$ cat src/rtl/wwdt_cfg.svh
// Constants for the windowed watchdog timer
`ifndef WWDT_CFG_SVH
`define WWDT_CFG_SVH

// Register byte offsets
`define WWDT_OFS_REFRESH    12'h000
`define WWDT_OFS_STATUS     12'h004
`define WWDT_OFS_MASK       12'h008
`define WWDT_OFS_COUNT      12'h00C
`define WWDT_OFS_OPTION     12'h0C0

// Refresh key
`define WWDT_KEY            8'hAC

// Option byte fields
`define WWDT_EN_BIT         4
`define WWDT_OVF_HI         3
`define WWDT_OVF_LO         1
`define WWDT_WIN_HI         6
`define WWDT_WIN_LO         5

// Overflow time is 2^(BASE_EXP + select) slow clock ticks
`define WWDT_BASE_EXP       7

// Open span selections
`define WWDT_WIN_25         2'h0
`define WWDT_WIN_50         2'h1
`define WWDT_WIN_75         2'h2

// Event status bits
`define WWDT_EV_W           5
`define WWDT_EV_REFRESH     0
`define WWDT_EV_OVERFLOW    1
`define WWDT_EV_WINDOW      2
`define WWDT_EV_BADKEY      3
`define WWDT_EV_BITACC      4

// Count register readback fields
`define WWDT_CNT_RUN_BIT    16
`define WWDT_CNT_FIRST_BIT  17

// Reset values
`define WWDT_RST_OPTION     8'h00
`define WWDT_RST_WORD       32'h0000_0000
`define WWDT_RST_EV         5'h00

`endif

$ cat src/rtl/wwdt_pkg.sv
// Types for the windowed watchdog timer
package wwdt_pkg;

    typedef enum logic [1:0] {
        VD_NONE  = 2'b00,
        VD_CLEAR = 2'b01,
        VD_FAULT = 2'b10
    } wwdt_verdict_t;

endpackage

$ cat src/rtl/wwdt_top.sv
// Windowed watchdog timer with APB register access
//
// How it works
// The counter runs after reset only when the enable bit of the captured option byte is 1.
// The overflow time comes from the three-bit overflow period select field of the option byte.
// The open span of the window comes from the two-bit open span select field of the option byte.
// Writing the key before overflow clears the counter and counting restarts from zero.
// From the second refresh write on, a write during the closed window raises the internal reset.
// Reaching the overflow time with no valid key write raises the internal reset.
// A single-bit access to the refresh key register raises the internal reset.
// Writing any byte other than the key to the refresh key register raises the internal reset.
// The first refresh write after reset ignores the window and clears the counter if keyed.
// After a clear the overflow time deviates by at most two slow clock cycles.
// A key write at the last count before overflow still clears the counter.
// The counter steps on the slow oscillator clock and every reset returns all state to its start.
// Software writes the key as a full byte, inside the open window and before overflow.
//
// The APB register port is this design's own decision.
`include "wwdt_cfg.svh"
`timescale 1ns/1ps
`default_nettype none

module wwdt_top #(
    parameter int CNT_W = 15
) (
    // Clock and reset
    input  wire logic        clk,
    input  wire logic        rst_n,
    // APB slave
    input  wire logic        psel,
    input  wire logic        penable,
    input  wire logic        pwrite,
    input  wire logic [11:0] paddr,
    input  wire logic [31:0] pwdata,
    input  wire logic [3:0]  pstrb,
    output logic      [31:0] prdata,
    output logic             pready,
    output logic             pslverr,
    // Bit manipulation qualifier of the current write
    input  wire logic        bit_access,
    // Nonvolatile option byte
    input  wire logic [7:0]  option_byte_in,
    // Slow oscillator clock
    input  wire logic        slow_osc_clock,
    // Outputs
    output logic             irq,
    output logic             internal_rst
);

    // Overflow limit in ticks
    function automatic logic [CNT_W:0] ovf_limit(input logic [2:0] sel);
        logic [CNT_W:0] one;
        one = {{CNT_W{1'b0}}, 1'b1};
        return one << (`WWDT_BASE_EXP + sel);
    endfunction

    // Register offset match
    function automatic logic addr_is(input logic [11:0] addr,
                                     input logic [11:0] ofs);
        return (addr == ofs);
    endfunction

    // First count of the open window
    function automatic logic [CNT_W:0] win_start(input logic [CNT_W:0] lim,
                                                 input logic [1:0]     sel);
        logic [CNT_W:0] res;
        res = {(CNT_W + 1){1'b0}};
        case (sel)
            `WWDT_WIN_25: res = lim - (lim >> 2);
            `WWDT_WIN_50: res = lim >> 1;
            `WWDT_WIN_75: res = lim >> 2;
            default:      res = {(CNT_W + 1){1'b0}};
        endcase
        return res;
    endfunction

    // State
    logic [7:0]       option_ff;
    logic             opt_loaded_ff;
    logic [CNT_W-1:0] cnt_ff;
    logic             first_done_ff;
    logic             fault_ff;
    logic [31:0]      prdata_ff;
    logic             pready_ff;
    logic             pslverr_ff;

    // Slow clock tick
    logic tick;

    wwdt_sync u_sync (
        .clk      (clk),
        .rst_n    (rst_n),
        .async_in (slow_osc_clock),
        .level_ff (),
        .rise_ff  (tick)
    );

    // Option byte fields
    wire       fuse_en   = option_ff[`WWDT_EN_BIT];
    wire [2:0] ovf_sel   = option_ff[`WWDT_OVF_HI:`WWDT_OVF_LO];
    wire [1:0] span_sel  = option_ff[`WWDT_WIN_HI:`WWDT_WIN_LO];

    wire [CNT_W:0] limit      = ovf_limit(ovf_sel);
    wire [CNT_W:0] open_from  = win_start(limit, span_sel);
    wire [CNT_W:0] cnt_ext    = {1'b0, cnt_ff};
    wire           win_open   = (cnt_ext >= open_from);
    wire           at_last    = (cnt_ext == (limit - {{CNT_W{1'b0}}, 1'b1}));
    wire           running    = opt_loaded_ff & fuse_en & ~fault_ff;

    // APB decode
    wire setup    = psel & ~penable;
    wire access   = psel & penable & pready_ff;
    wire wr_fire  = access & pwrite;
    wire hit_ref  = addr_is(paddr, `WWDT_OFS_REFRESH);
    wire hit_sts  = addr_is(paddr, `WWDT_OFS_STATUS);
    wire hit_msk  = addr_is(paddr, `WWDT_OFS_MASK);
    wire hit_cnt  = addr_is(paddr, `WWDT_OFS_COUNT);
    wire hit_opt  = addr_is(paddr, `WWDT_OFS_OPTION);
    wire mapped   = hit_ref | hit_sts | hit_msk | hit_cnt | hit_opt;
    wire ro_hit   = hit_cnt | hit_opt;
    wire bad_req  = ~mapped | (pwrite & ro_hit);

    wire ref_wr   = wr_fire & hit_ref & running;
    wire sts_wr   = wr_fire & hit_sts;
    wire msk_wr   = wr_fire & hit_msk;

    // Refresh verdict
    wire key_ok   = pstrb[0] & (pwdata[7:0] == `WWDT_KEY);
    wire ev_bit   = ref_wr & bit_access;
    wire ev_key   = ref_wr & ~bit_access & ~key_ok;
    wire ev_win   = ref_wr & ~bit_access & key_ok & first_done_ff & ~win_open;
    wire ev_clear = ref_wr & ~bit_access & key_ok & (~first_done_ff | win_open);
    wire ev_ovf   = running & tick & at_last & ~ev_clear;

    wwdt_pkg::wwdt_verdict_t verdict;
    assign verdict = (ev_bit | ev_key | ev_win | ev_ovf) ? wwdt_pkg::VD_FAULT :
                     ev_clear ? wwdt_pkg::VD_CLEAR : wwdt_pkg::VD_NONE;

    // Counter next value
    wire [CNT_W-1:0] cnt_inc = cnt_ff + {{(CNT_W - 1){1'b0}}, 1'b1};
    logic [CNT_W-1:0] nxt_cnt;
    always_comb begin
        nxt_cnt = cnt_ff;
        case (verdict)
            wwdt_pkg::VD_CLEAR: nxt_cnt = {CNT_W{1'b0}};
            wwdt_pkg::VD_FAULT: nxt_cnt = cnt_ff;
            wwdt_pkg::VD_NONE:  nxt_cnt = (running & tick) ? cnt_inc : cnt_ff;
            default:            nxt_cnt = cnt_ff;
        endcase
    end

    wire nxt_fault = fault_ff | (verdict == wwdt_pkg::VD_FAULT);
    wire nxt_first = first_done_ff | ref_wr;

    // Events
    logic [`WWDT_EV_W-1:0] ev_set;
    logic [`WWDT_EV_W-1:0] ev_status;
    logic [`WWDT_EV_W-1:0] ev_mask;
    logic                  irq_int;

    assign ev_set[`WWDT_EV_REFRESH]  = ev_clear & ~ev_bit;
    assign ev_set[`WWDT_EV_OVERFLOW] = ev_ovf;
    assign ev_set[`WWDT_EV_WINDOW]   = ev_win;
    assign ev_set[`WWDT_EV_BADKEY]   = ev_key;
    assign ev_set[`WWDT_EV_BITACC]   = ev_bit;

    wwdt_events #(
        .W (`WWDT_EV_W)
    ) u_events (
        .clk       (clk),
        .rst_n     (rst_n),
        .set_evt   (ev_set),
        .clr_wr    (sts_wr),
        .mask_wr   (msk_wr),
        .wdata     (pwdata[`WWDT_EV_W-1:0]),
        .status_ff (ev_status),
        .mask_ff   (ev_mask),
        .irq_ff    (irq_int)
    );

    // Read mux
    logic [31:0] cnt_word;
    always_comb begin
        cnt_word = `WWDT_RST_WORD;
        cnt_word[CNT_W-1:0] = cnt_ff;
        cnt_word[`WWDT_CNT_RUN_BIT] = running;
        cnt_word[`WWDT_CNT_FIRST_BIT] = first_done_ff;
    end

    wire [31:0] sts_word = {{(32 - `WWDT_EV_W){1'b0}}, ev_status};
    wire [31:0] msk_word = {{(32 - `WWDT_EV_W){1'b0}}, ev_mask};
    wire [31:0] opt_word = {24'h000000, option_ff};
    wire [31:0] rd_word  = hit_sts ? sts_word :
                           hit_msk ? msk_word :
                           hit_cnt ? cnt_word :
                           hit_opt ? opt_word : `WWDT_RST_WORD;

    wire [31:0] nxt_prdata  = (setup & ~pwrite) ? rd_word : prdata_ff;
    wire        nxt_pready  = setup;
    wire        nxt_pslverr = setup & bad_req;

    // Option byte capture after reset release
    always_ff @(posedge clk or negedge rst_n) begin
        if (!rst_n) begin
            option_ff <= `WWDT_RST_OPTION;
        end else if (!opt_loaded_ff) begin
            option_ff <= option_byte_in;
        end
    end

    // Capture done flag
    always_ff @(posedge clk or negedge rst_n) begin
        if (!rst_n) begin
            opt_loaded_ff <= 1'b0;
        end else begin
            opt_loaded_ff <= 1'b1;
        end
    end

    // Watchdog counter
    always_ff @(posedge clk or negedge rst_n) begin
        if (!rst_n) begin
            cnt_ff <= {CNT_W{1'b0}};
        end else begin
            cnt_ff <= nxt_cnt;
        end
    end

    // First refresh write tracking
    always_ff @(posedge clk or negedge rst_n) begin
        if (!rst_n) begin
            first_done_ff <= 1'b0;
        end else begin
            first_done_ff <= nxt_first;
        end
    end

    // Sticky fault
    always_ff @(posedge clk or negedge rst_n) begin
        if (!rst_n) begin
            fault_ff <= 1'b0;
        end else begin
            fault_ff <= nxt_fault;
        end
    end

    // APB read data
    always_ff @(posedge clk or negedge rst_n) begin
        if (!rst_n) begin
            prdata_ff <= `WWDT_RST_WORD;
        end else begin
            prdata_ff <= nxt_prdata;
        end
    end

    // APB ready
    always_ff @(posedge clk or negedge rst_n) begin
        if (!rst_n) begin
            pready_ff <= 1'b0;
        end else begin
            pready_ff <= nxt_pready;
        end
    end

    // APB error
    always_ff @(posedge clk or negedge rst_n) begin
        if (!rst_n) begin
            pslverr_ff <= 1'b0;
        end else begin
            pslverr_ff <= nxt_pslverr;
        end
    end

    // Output registers
    logic internal_rst_ff;
    logic irq_ff;

    // Internal reset output
    always_ff @(posedge clk or negedge rst_n) begin
        if (!rst_n) begin
            internal_rst_ff <= 1'b0;
        end else begin
            internal_rst_ff <= nxt_fault;
        end
    end

    // Interrupt output
    always_ff @(posedge clk or negedge rst_n) begin
        if (!rst_n) begin
            irq_ff <= 1'b0;
        end else begin
            irq_ff <= irq_int;
        end
    end

    assign prdata       = prdata_ff;
    assign pready       = pready_ff;
    assign pslverr      = pslverr_ff;
    assign irq          = irq_ff;
    assign internal_rst = internal_rst_ff;

endmodule

`default_nettype wire

$ cat src/rtl/wwdt_sync.sv
// Three-stage synchroniser with agreement filter and rise pulse
`timescale 1ns/1ps
`default_nettype none

module wwdt_sync (
    // Clock and reset
    input  wire logic clk,
    input  wire logic rst_n,
    // Asynchronous input
    input  wire logic async_in,
    // Filtered level and rising edge pulse
    output logic      level_ff,
    output logic      rise_ff
);

    logic s1_ff;
    logic s2_ff;
    logic s3_ff;
    wire  agree = (s2_ff == s3_ff);
    wire  nxt_level = agree ? s2_ff : level_ff;

    always_ff @(posedge clk or negedge rst_n) begin
        if (!rst_n) begin
            s1_ff    <= 1'b0;
            s2_ff    <= 1'b0;
            s3_ff    <= 1'b0;
            level_ff <= 1'b0;
            rise_ff  <= 1'b0;
        end else begin
            s1_ff    <= async_in;
            s2_ff    <= s1_ff;
            s3_ff    <= s2_ff;
            level_ff <= nxt_level;
            rise_ff  <= nxt_level & ~level_ff;
        end
    end

endmodule

`default_nettype wire

$ cat src/rtl/wwdt_events.sv
// Sticky event status, mask and level interrupt
`timescale 1ns/1ps
`default_nettype none

module wwdt_events #(
    parameter int W = 5
) (
    // Clock and reset
    input  wire logic         clk,
    input  wire logic         rst_n,
    // Event pulses
    input  wire logic [W-1:0] set_evt,
    // Software access
    input  wire logic         clr_wr,
    input  wire logic         mask_wr,
    input  wire logic [W-1:0] wdata,
    // State
    output logic      [W-1:0] status_ff,
    output logic      [W-1:0] mask_ff,
    output logic              irq_ff
);

    wire [W-1:0] clr_bits   = clr_wr ? wdata : {W{1'b0}};
    wire [W-1:0] nxt_status = set_evt | (status_ff & ~clr_bits);
    wire [W-1:0] nxt_mask   = mask_wr ? wdata : mask_ff;

    always_ff @(posedge clk or negedge rst_n) begin
        if (!rst_n) begin
            status_ff <= {W{1'b0}};
            mask_ff   <= {W{1'b0}};
            irq_ff    <= 1'b0;
        end else begin
            status_ff <= nxt_status;
            mask_ff   <= nxt_mask;
            irq_ff    <= |(nxt_status & nxt_mask);
        end
    end

endmodule

`default_nettype wire

$ cat config.mk
export PLATFORM = sky130hd
export DESIGN_NAME = wwdt_top
export DESIGN_NICKNAME = d
export VERILOG_FILES = /design/src/rtl/wwdt_pkg.sv /design/src/rtl/wwdt_top.sv /design/src/rtl/wwdt_sync.sv /design/src/rtl/wwdt_events.sv
export VERILOG_INCLUDE_DIRS = /design/src /design/src/rtl
export SDC_FILE = /design/constraint.sdc
export NUM_CORES = 1
export LEC_CHECK = 0
export ABC_CLOCK_PERIOD_IN_PS = 5930
export BUFFER_PORTS_ARGS = -buffer_cell sky130_fd_sc_hd__buf_2
export CAP_MARGIN = 20
export CELL_PAD_IN_SITES_DETAIL_PLACEMENT = 1
export CELL_PAD_IN_SITES_GLOBAL_PLACEMENT = 2
export CORE_UTILIZATION = 33
export DETAILED_ROUTE_END_ITERATION = 10
export PLACE_DENSITY = 0.86
export SYNTH_ARGS = -nofsm -noshare
export SYNTH_HDL_FRONTEND = slang
export SYNTH_HIERARCHICAL = 1
export SYNTH_SLANG_ARGS = --single-unit
$ cat constraint.sdc
create_clock -name clk -period 5.93 [get_ports clk]
set_input_delay 0.8895 -clock clk [delete_from_list [all_inputs] [get_ports clk]]
set_output_delay 0.8895 -clock clk [all_outputs]
set_load 0.02 [all_outputs]
==> metrics.txt, run 1 <==
outcome=finished clean; cell with the most instances after synthesis=dfrtp_1; yosys warns=6; Hold WS=0.350 ns; num ports=99; Die ar.=0.0128 mm²; Routed Antenna Nets=0; Final nets=585; fin crit share=85.0%; Final Hold Violating Endpoints=0; syn avg cell area=9.58 µm²; Core Region=0.0120 mm²; fin crit period=5.04 ns; global route overflow=0; Initial Utilization=33.8%; setup_tns=0 ns; vias in the first global route=3,675; Crit Path Class=reg -> reg; routed vias/inst=5.45; global-route wire length before repair=18.9 mm; Max Fclk=198 MHz; Clk pin slew, worst setup/hold paths=0.06 ns; chip width=113 µm; Area Overhead vs Synth=16.9%; critical path launch point type=flip-flop; Seq cells post-synth=62; post-synth top area share=38.2%; Worst-Margin Slew=0.824 ns; pin count of the biggest net entering global routing=63; final wirelength=11.6 mm; Buffers on Ports=56; Main synth FF type=dfrtp_1; hpwl dp=8.52 mm; post-DR wirelength/cell=18.0 µm; top cells by instance count after synthesis=dfrtp_1, nand2_1, nor2_1; skew final=0.00550 ns; synthesized instance count=424; area leader, netlist=dfrtp_1; leakage=2.17 nW; initial drt markers=218; crit path DAT=5.25 ns; CTS hold repair buffers=0; register area=0.00155 mm²; routability cong.=0.823; HP Class=reg -> reg; filler instances=1,418; Critical Path End Type=flip-flop; total power=1.31 mW; DRT Pass-1 Iters=4; number of gates resized after cts=0; Slew HR=44.7%; Mapped Area=0.00406 mm²; Netlist cell types=60; Post-CTS Setup Inserts=0; clock latency on the worst-skew pair=0.34 ns; share of layout cells above drive strength 1=20.4%; Clock Sinks=62; number of synthesized flops with an enable pin=0; max-slew violations=0; initial antenna violation count=0; CTS max path bufs=2; Data required, critical path=6.14 ns; n_diodes=0; Final setup violation count=0; clk root buf=clkbuf_16; unrepaired setup endpoints after global routing=no; H-tree levels=3; area of the multi-input gates=0.00238 mm²; gr usage total=19.5%; Async SR Flop Fraction=100%; VDD IR-drop max=160 µV; power density over the cells=276 mW/mm²; cts bufs inserted=9; Max Cap Viol=0; CP Max Fanout=12; Area contributors post-synth=dfrtp_1, ha_1, nand2_1; via count=3,519; drt drc=0; sequential area share after synthesis=38.2%; # rows=40; CTS tree=done; die height=113 µm
[placed cells by master, fill, tap and decap left out, types with 10 or more instances in the layout]
cell	Yosys	layout
a21o_1	16	16
a21oi_1	16	16
a22o_1	10	10
a22oi_1	16	16
buf_2	4	57
conb_1	2	30
dfrtp_1	62	62
ha_1	27	27
inv_1	15	15
mux2_2	12	12
nand2_1	41	41
nand3_1	13	13
nor2_1	28	28
o21ai_0	14	14
xnor2_1	11	11
[metal layers]
layer  global-route usage [%]  vias up  share of wire [%]
li1                         -     1667                  -
met1                     24.1     1775                 45
met2                     33.5       66                 50
met3                     3.91       11                3.2
met4                     7.72        0                1.8
met5                        0        -                  0
[cell families after synthesis]
family / after synthesis / synth area share [%]
xor gates and xnor gates: 14 / 3.02
buffers and inverters: 43 / 5.67
adders and majority gates: 29 / 9.09
AOI/OAI and AO/OA: 98 / 17.1
muxes: 15 / 4.19
DFF: 62 / 38.2
and+or+nand+nor: 161 / 22.6
other: 2 / 0.185
[power breakdown]
group          switching, mW  total [mW]  internal (mW)
Sequential            0.0830       0.540          0.457
Combinational          0.163       0.284          0.121
Clock                  0.192       0.484          0.292
Total                  0.438        1.31          0.870
[registers in the layout (all words and copies together), names as in the netlist]
name                count
pready                  1
internal_rst            1
u_sync/s1_ff            1
u_sync/level_ff         1
pslverr                 1
u_sync/s2_ff            1
opt_loaded_ff           1
first_done_ff           1
cnt_ff                 15
u_sync/rise_ff          1
u_events/mask_ff        5
u_sync/s3_ff            1
irq                     1
prdata                 17
u_events/status_ff      5
u_events/irq_ff         1
option_ff               8
[final timing paths]
path	start	to	slack (ns)	depth (start not counted)
max	option_ff[3]	u_events/irq_ff	0.89	20
max in group asynchronous	rst_n	prdata[10]	4.67	2
min	u_sync/s1_ff	u_sync/s2_ff	0.35	0
min in group asynchronous	rst_n	option_ff[0]	0.73	2
min reg2reg	u_sync/s1_ff	u_sync/s2_ff	0.35	0
max reg2reg	option_ff[3]	u_events/irq_ff	0.89	20
[stage by stage]
step | instances | setup WS (ns) | util, % | area (µm²)
floorplan | 452 | 1.74 | - | 4170
CTS | 645 | 0.886 | 39.5 | 4740
detailed placement | 629 | 0.956 | 37.2 | 4470
finish | 646 | 0.892 | 39.5 | 4750
global placement | 629 | 0.989 | 37.2 | 4470
global route | 646 | 0.289 | 39.5 | 4750
[worst max-delay path, cell delays in order (launching register included)]
cell	delay (ns)
dfrtp_1	0.65
buf_4	0.26
nand2b_1	0.14
nor2_1	0.08
ha_1	0.37
a21o_1	0.18
a21oi_1	0.15
o21ai_0	0.10
a221oi_1	0.35
xnor2_1	0.16
nand2_1	0.08
ha_1	0.38
nand3_1	0.09
nor3_1	0.18
nor2_1	0.09
o21ai_0	0.39
and2_1	0.55
nor2_1	0.10
a21o_1	0.20
a222oi_1	0.33
nand2_1	0.08
[cell type report]
type / instances / area share (%)
multi-input combinational: 347 / 50.3
inverter: 15 / 1.19
sequential: 62 / 32.7
clock buffer: 12 / 5.19
timing repair buffer: 59 / 6.33
tap: 147 / 3.88
clock inverter: 4 / 0.475
Power figures use the tool's default switching activity.
==> run 2: changes to the inputs <==
--- a/config.mk
+++ b/config.mk
@@ -6,14 +6,14 @@
 export SDC_FILE = /design/constraint.sdc
 export NUM_CORES = 1
 export LEC_CHECK = 0
-export ABC_CLOCK_PERIOD_IN_PS = 5930
+export ABC_CLOCK_PERIOD_IN_PS = 4500
 export BUFFER_PORTS_ARGS = -buffer_cell sky130_fd_sc_hd__buf_2
 export CAP_MARGIN = 20
 export CELL_PAD_IN_SITES_DETAIL_PLACEMENT = 1
 export CELL_PAD_IN_SITES_GLOBAL_PLACEMENT = 2
-export CORE_UTILIZATION = 33
+export CORE_UTILIZATION = 30
 export DETAILED_ROUTE_END_ITERATION = 10
-export PLACE_DENSITY = 0.86
+export PLACE_DENSITY = 0.83
 export SYNTH_ARGS = -nofsm -noshare
 export SYNTH_HDL_FRONTEND = slang
 export SYNTH_HIERARCHICAL = 1
==> constraint.sdc (replaced) <==
create_clock -name clk -period 4.5 [get_ports clk]
set_input_delay 0.675 -clock clk [delete_from_list [all_inputs] [get_ports clk]]
set_output_delay 0.675 -clock clk [all_outputs]
set_load 0.02 [all_outputs]
==> run 2 against run 1 <==
First-iteration DRC count down 21%. Via count up 2.6%. Combinational power up 47%. Global-route usage down 1.3 points. Count of clock-buffer cells in the layout down 2. Worst hold slack worse by 0.0016 ns. Critical path type unchanged.
==> metrics.txt, run 2 (same netlist as run 1, synthesis figures left out) <==
outcome=finished clean; initial antenna violation count=0; worst-path cell chain=buf_4, and3_1, inv_1, ha_1, a21oi_1, o21ai_0, a221oi_2, xnor2_1, nand2_1, ha_4, nand3_1, nor3_1, nor2_1, o21ai_0, buf_4, and2_1, nor2_1, a21o_1, a222oi_1, nand2_1; fin crit share=93.0%; Area Overhead vs Synth=23.8%; clk root buf=clkbuf_16; Int Power=1.39 mW; Cell Count Post-Placement=672; Max Cap Viol=0; die height=118 µm; initial drt markers=173; Slew HR=44.1%; share of layout cells above drive strength 1=24.7%; n_diodes=0; DP Worst Slack=0.0731 ns; # rows=42; delay of the slowest cell on the worst path=0.47 ns; setup ws final=0.317 ns; Hold Path Sink=irq; crit path DAT=4.39 ns; final core occ=38.0%; fin crit period=4.18 ns; max reg flops=17; Critical Path End Type=flip-flop; drt drc=0; Core Region=0.0132 mm²; max-slew violations=0; DRT Pass-1 Iters=4; Clock Sinks=62; Clk pin slew, worst setup/hold paths=0.06 ns; Final Hold Violating Endpoints=0; Worst-Margin Slew=0.817 ns; r2r setup slk=0.32 ns; area of the multi-input gates=0.00241 mm²; post-DR wirelength/cell=17.1 µm; worst reg-to-reg path cell count=20; final wirelength=11.8 mm; Max Fclk=239 MHz; min-delay src=u_events/irq_ff; Hold WS=0.348 ns; routed vias/inst=5.22; hpwl dp=8.91 mm; Worst R2R End=u_events/irq_ff; CP Max Fanout=10; Buffers on Ports=56; HP Class=reg -> reg; CTS max path bufs=2; global-route wire length before repair=19.9 mm; CTS hold repair buffers=0; cts bufs inserted=9; Die ar.=0.0140 mm²; setup_tns=0 ns; skew final=0.00468 ns; routability cong.=0.849; Routed Antenna Nets=0; logic gate share of total power=21.1%; P_sw=585 µW; leakage=2.30 nW; filler instances=1,567; via count=3,609; Final setup violation count=0; R2R Path Start=option_ff[2]; vias in the first global route=3,811; H-tree levels=3; hold path depth=0; Crit Path Class=reg -> reg; Initial Utilization=30.7%; clock power share=43.4%; VDD IR-drop max=244 µV; CTS tree=done; most frequent cells in the layout=dfrtp_1, buf_2, nand2_1; clock latency on the worst-skew pair=0.33 ns; power density over the cells=392 mW/mm²; global route overflow=0; fin cells=691; num ports=99; most common cell after layout, fill and taps aside=dfrtp_1; critical path launch point type=flip-flop; Crit-path slowest cell=dfrtp_2; Sw Share=29.6%; pin count of the biggest net entering global routing=33; Data required, critical path=4.71 ns; Flop pwr share=35.4%; register area=0.00156 mm²; Final nets=601; gr usage total=18.2%; chip width=118 µm
run 2: cell types whose count changed in the layout (fill, tap and decap cells not counted), sizes merged:
cell and delta:
buf +16, bufinv +4, clkbuf -2, clkinv -1
clkinvlp -1
run 2: critical path, delay by kind of cell (launching register included):
family          cells  cell delay (ns)
compound gates      6             1.20
simple gates        8             1.14
fa+ha+maj           2             0.66
flops               1             0.47
buf+inv             3             0.41
xor+xnor            1             0.17
run 2: power by group through the flow:
stage	clock [mW]	combinational, mW	sequential [mW]
detailed placement	0	0.399	0.710
global placement	0	0.374	0.706
floorplan	0	0.292	0.668
CTS	0.871	0.403	0.699
global route	0.894	0.483	0.712
finish	0.856	0.417	0.699
run 2: routing by layer:
layer  vias to the layer above  share of wire (%)  GRT usage [%]
li1                       1695                  -              -
met1                      1826                 44           22.9
met2                        72                 50           30.4
met3                        16                4.3           4.87
met4                         0                1.5           5.21
met5                         -                  0              0
run 2: layout make-up:
class	instances	area share [%]
multi-input cells	347	48.0
inverters	15	1.12
repair buffers	75	8.41
clock inverters	6	2.66
well taps	176	4.38
clock buffers	10	4.55
flip-flops and latches	62	30.9
run 2: metrics by stage:
step,area (µm²),power [mW]
after global placement,4610,1.08
after global routing,5030,2.09
after floorplan,4170,0.959
final,5030,1.97
after detailed placement,4610,1.11
after CTS,4980,1.97
run 2: timing repair:
item | 4_1_cts | 5_1_grt
endpoints found under the setup margin | 0 | 4
setup buffers | 0 | 3
gates resized for setup | 0 | 8
run 2: how the worst max path moves through the flow:
| stage | cells after the start | slack (ns) | startpoint | endpoint |
|---|---|---|---|---|
| 6_report | 20 | 0.32 | option_ff[2] | u_events/irq_ff |
| 5_1_grt | 20 | -0.01 | option_ff[2] | u_events/irq_ff |
| 4_1_cts | 20 | 0.07 | option_ff[3] | u_events/irq_ff |
| 3_5_place_dp | 20 | 0.07 | option_ff[3] | u_events/irq_ff |
| 3_3_place_gp | 20 | 0.26 | option_ff[2] | u_events/irq_ff |
| 2_1_floorplan | 22 | 0.31 | option_ff[3] | u_events/irq_ff |
==> run 3: changes to the inputs <==
--- a/config.mk
+++ b/config.mk
@@ -6,14 +6,15 @@
 export SDC_FILE = /design/constraint.sdc
 export NUM_CORES = 1
 export LEC_CHECK = 0
+export ABC_AREA = 1
 export ABC_CLOCK_PERIOD_IN_PS = 4500
 export BUFFER_PORTS_ARGS = -buffer_cell sky130_fd_sc_hd__buf_2
 export CAP_MARGIN = 20
 export CELL_PAD_IN_SITES_DETAIL_PLACEMENT = 1
 export CELL_PAD_IN_SITES_GLOBAL_PLACEMENT = 2
-export CORE_UTILIZATION = 30
+export CORE_UTILIZATION = 27
 export DETAILED_ROUTE_END_ITERATION = 10
-export PLACE_DENSITY = 0.83
+export PLACE_DENSITY = 0.81
 export SYNTH_ARGS = -nofsm -noshare
 export SYNTH_HDL_FRONTEND = slang
 export SYNTH_HIERARCHICAL = 1
==> run 3 against run 2 <==
Design area up 5.9%. Largest power group unchanged. Die area up 23%. Sequential share of layout area down 1.8 points. Register-to-register slack better by 0.17 ns. Clock power down 19%.
==> metrics.txt, run 3 <==
top cells by instance count after synthesis=nand2_1, inv_1, nor2_1; syn avg cell area=7.13 µm²; via count=4,317; Area contributors post-synth=dfrtp_1, nand2_1, ha_1; die height=131 µm; gr usage total=17.4%; # rows=46; delay-heaviest family, CP=simple AND/OR/NAND/NOR gates; min-delay src=u_events/irq_ff; yosys warns=6; clock latency on the worst-skew pair=0.34 ns; vias in the first global route=4,722; Final Hold Violating Endpoints=0; Buffers on Ports=56; most common cell after layout, fill and taps aside=nand2_1; n_diodes=0; Slew HR=55.7%; skew final=0.0102 ns; leakage=2.72 nW; unrepaired setup endpoints after global routing=no; VDD IR-drop max=130 µV; filler instances=2,082; max reg flops=17; area of the multi-input gates=0.00258 mm²; area leader, netlist=dfrtp_1; final wirelength=14.0 mm; fin crit share=89.2%; WP buf/inv=4; Area Overhead vs Synth=18.2%; power density over the cells=302 mW/mm²; Initial Utilization=28.0%; Seq cells post-synth=62; outcome=finished clean; initial drt markers=152; post-synth top area share=34.4%; HP Class=reg -> reg; CP Max Fanout=18; Main synth FF type=dfrtp_1; number of synthesized flops with an enable pin=0; r2r setup slk=0.48 ns; drt drc=0; placed cell areas=0.00503 mm²; pin count of the biggest net entering global routing=36; clk root buf=clkbuf_16; Max Fclk=249 MHz; Clk pin slew, worst setup/hold paths=0.06 ns; R2R Path Start=option_ff[3]; register area=0.00155 mm²; synthesized instance count=632; Netlist cell types=42; max-slew violations=0; cts bufs inserted=9; Worst-Margin Slew=0.665 ns; Routed Antenna Nets=0; Crit-path slowest cell=dfrtp_1; Data required, critical path=4.77 ns; Crit. Startpoint=option_ff[3]; CTS max path bufs=2; CTS tree=done; DRT Pass-1 Iters=4; delay of the slowest cell on the worst path=0.51 ns; global-route wire length before repair=23.9 mm; Crit Path Class=reg -> reg; Critical Path End Type=flip-flop; critical path launch point type=flip-flop; Async SR Flop Fraction=100%; Final nets=798; chip width=131 µm; num ports=99; H-tree levels=3; CP most frequent cell=nand2_1; Clock Sinks=62; CTS hold repair buffers=0; Max Cap Viol=0; most frequent cells in the layout=nand2_1, inv_1, nor2_1; post-DR wirelength/cell=15.1 µm; fin crit period=4.02 ns; Final setup violation count=0; routed vias/inst=4.65; global route overflow=0; Hold WS=0.350 ns; initial antenna violation count=0; crit path DAT=4.28 ns; routability cong.=0.855; sequential area share after synthesis=34.4%; Core Region=0.0161 mm²; hpwl dp=11.2 mm; Die ar.=0.0172 mm²; share of layout cells above drive strength 1=15.2%; cell with the most instances after synthesis=nand2_1; post-route cell area=0.00533 mm²; setup_tns=0 ns; Mapped Area=0.00451 mm²
-- run 3: final cells by class --
class,count,area share (%)
Multi-Input combinational cell,488,48.5
Tap cell,216,5.07
Clock buffer,10,4.30
Sequential cell,62,29.1
Timing Repair Buffer,59,5.68
Clock inverter,6,1.17
Inverter,87,6.13
-- run 3: cell families (layout without fill, tap and decap cells) --
group	after synthesis	in the layout	synth area share (%)
DFF	62	62	34.4
adders and majority gates	28	28	7.94
other	2	30	0.167
and+or+nand+nor	342	342	34.0
xor gates and xnor gates	15	15	2.91
AOI/OAI and AO/OA	73	73	9.85
buffers and inverters	110	162	10.7
-- run 3: final timing paths --
| kind | end | cells past startpoint |
|---|---|---|
| worst max-delay path | u_events/irq_ff | 26 |
| worst min-delay path | irq | 0 |
| worst max register to register | u_events/irq_ff | 26 |
| worst min register to register | irq | 0 |
| max in group asynchronous | option_ff[2] | 2 |
| min in group asynchronous | u_events/mask_ff[2] | 1 |
-- run 3: timing repair --
item                       in CTS  in global routing
buffers inserted                0                  0
gates resized for setup         0                  1
setup endpoints to repair       0                  1
-- run 3: stage by stage --
step / worst slack, ns / std cells / utilization (%) / power, mW
floorplan: 1.32 / 660 / - / 0.829
global placement: 0.519 / 912 / 31.2 / 0.910
detailed placement: 0.427 / 912 / 31.2 / 0.925
CTS: 0.405 / 928 / 33.0 / 1.62
global route: 0.0223 / 928 / 33.1 / 1.69
finish: 0.485 / 928 / 33.1 / 1.61
-- run 3: worst register-to-register path, stage by stage, from the launching register on --
cell and delay, ns:
dfrtp_1 0.51, nand2_2 0.19, nor2_1 0.28, inv_1 0.11
ha_1 0.37, a21oi_1 0.16, o21ai_0 0.09, a21oi_1 0.15
nor2_1 0.06, nor2_1 0.11, nand2_1 0.06, nand2_1 0.06
nand3_1 0.07, ha_1 0.31, nand3_1 0.11, nand3_1 0.08
nor2_2 0.14, nand2_4 0.09, nand2_4 0.20, inv_1 0.14
nor4_2 0.24, inv_1 0.07, nand2_1 0.09, nand2_1 0.06
nand2_1 0.07, inv_1 0.04, nand2_1 0.06
-- run 3: metal layers --
layer  up-vias  wire [µm]  GRT usage [%]
met2        72       6960           30.7
met3        22        337           1.85
li1       2165          -              -
met1      2058       6380           22.0
met4         0        311           6.21
met5         -          0              0
-- run 3: power by group --
part           total, mW  internal (mW)  leakage, nW  switching, mW
logic              0.306          0.102         1.77          0.205
registers          0.609          0.578        0.817         0.0315
clock network      0.692          0.427        0.134          0.265
total               1.61           1.11         2.72          0.501
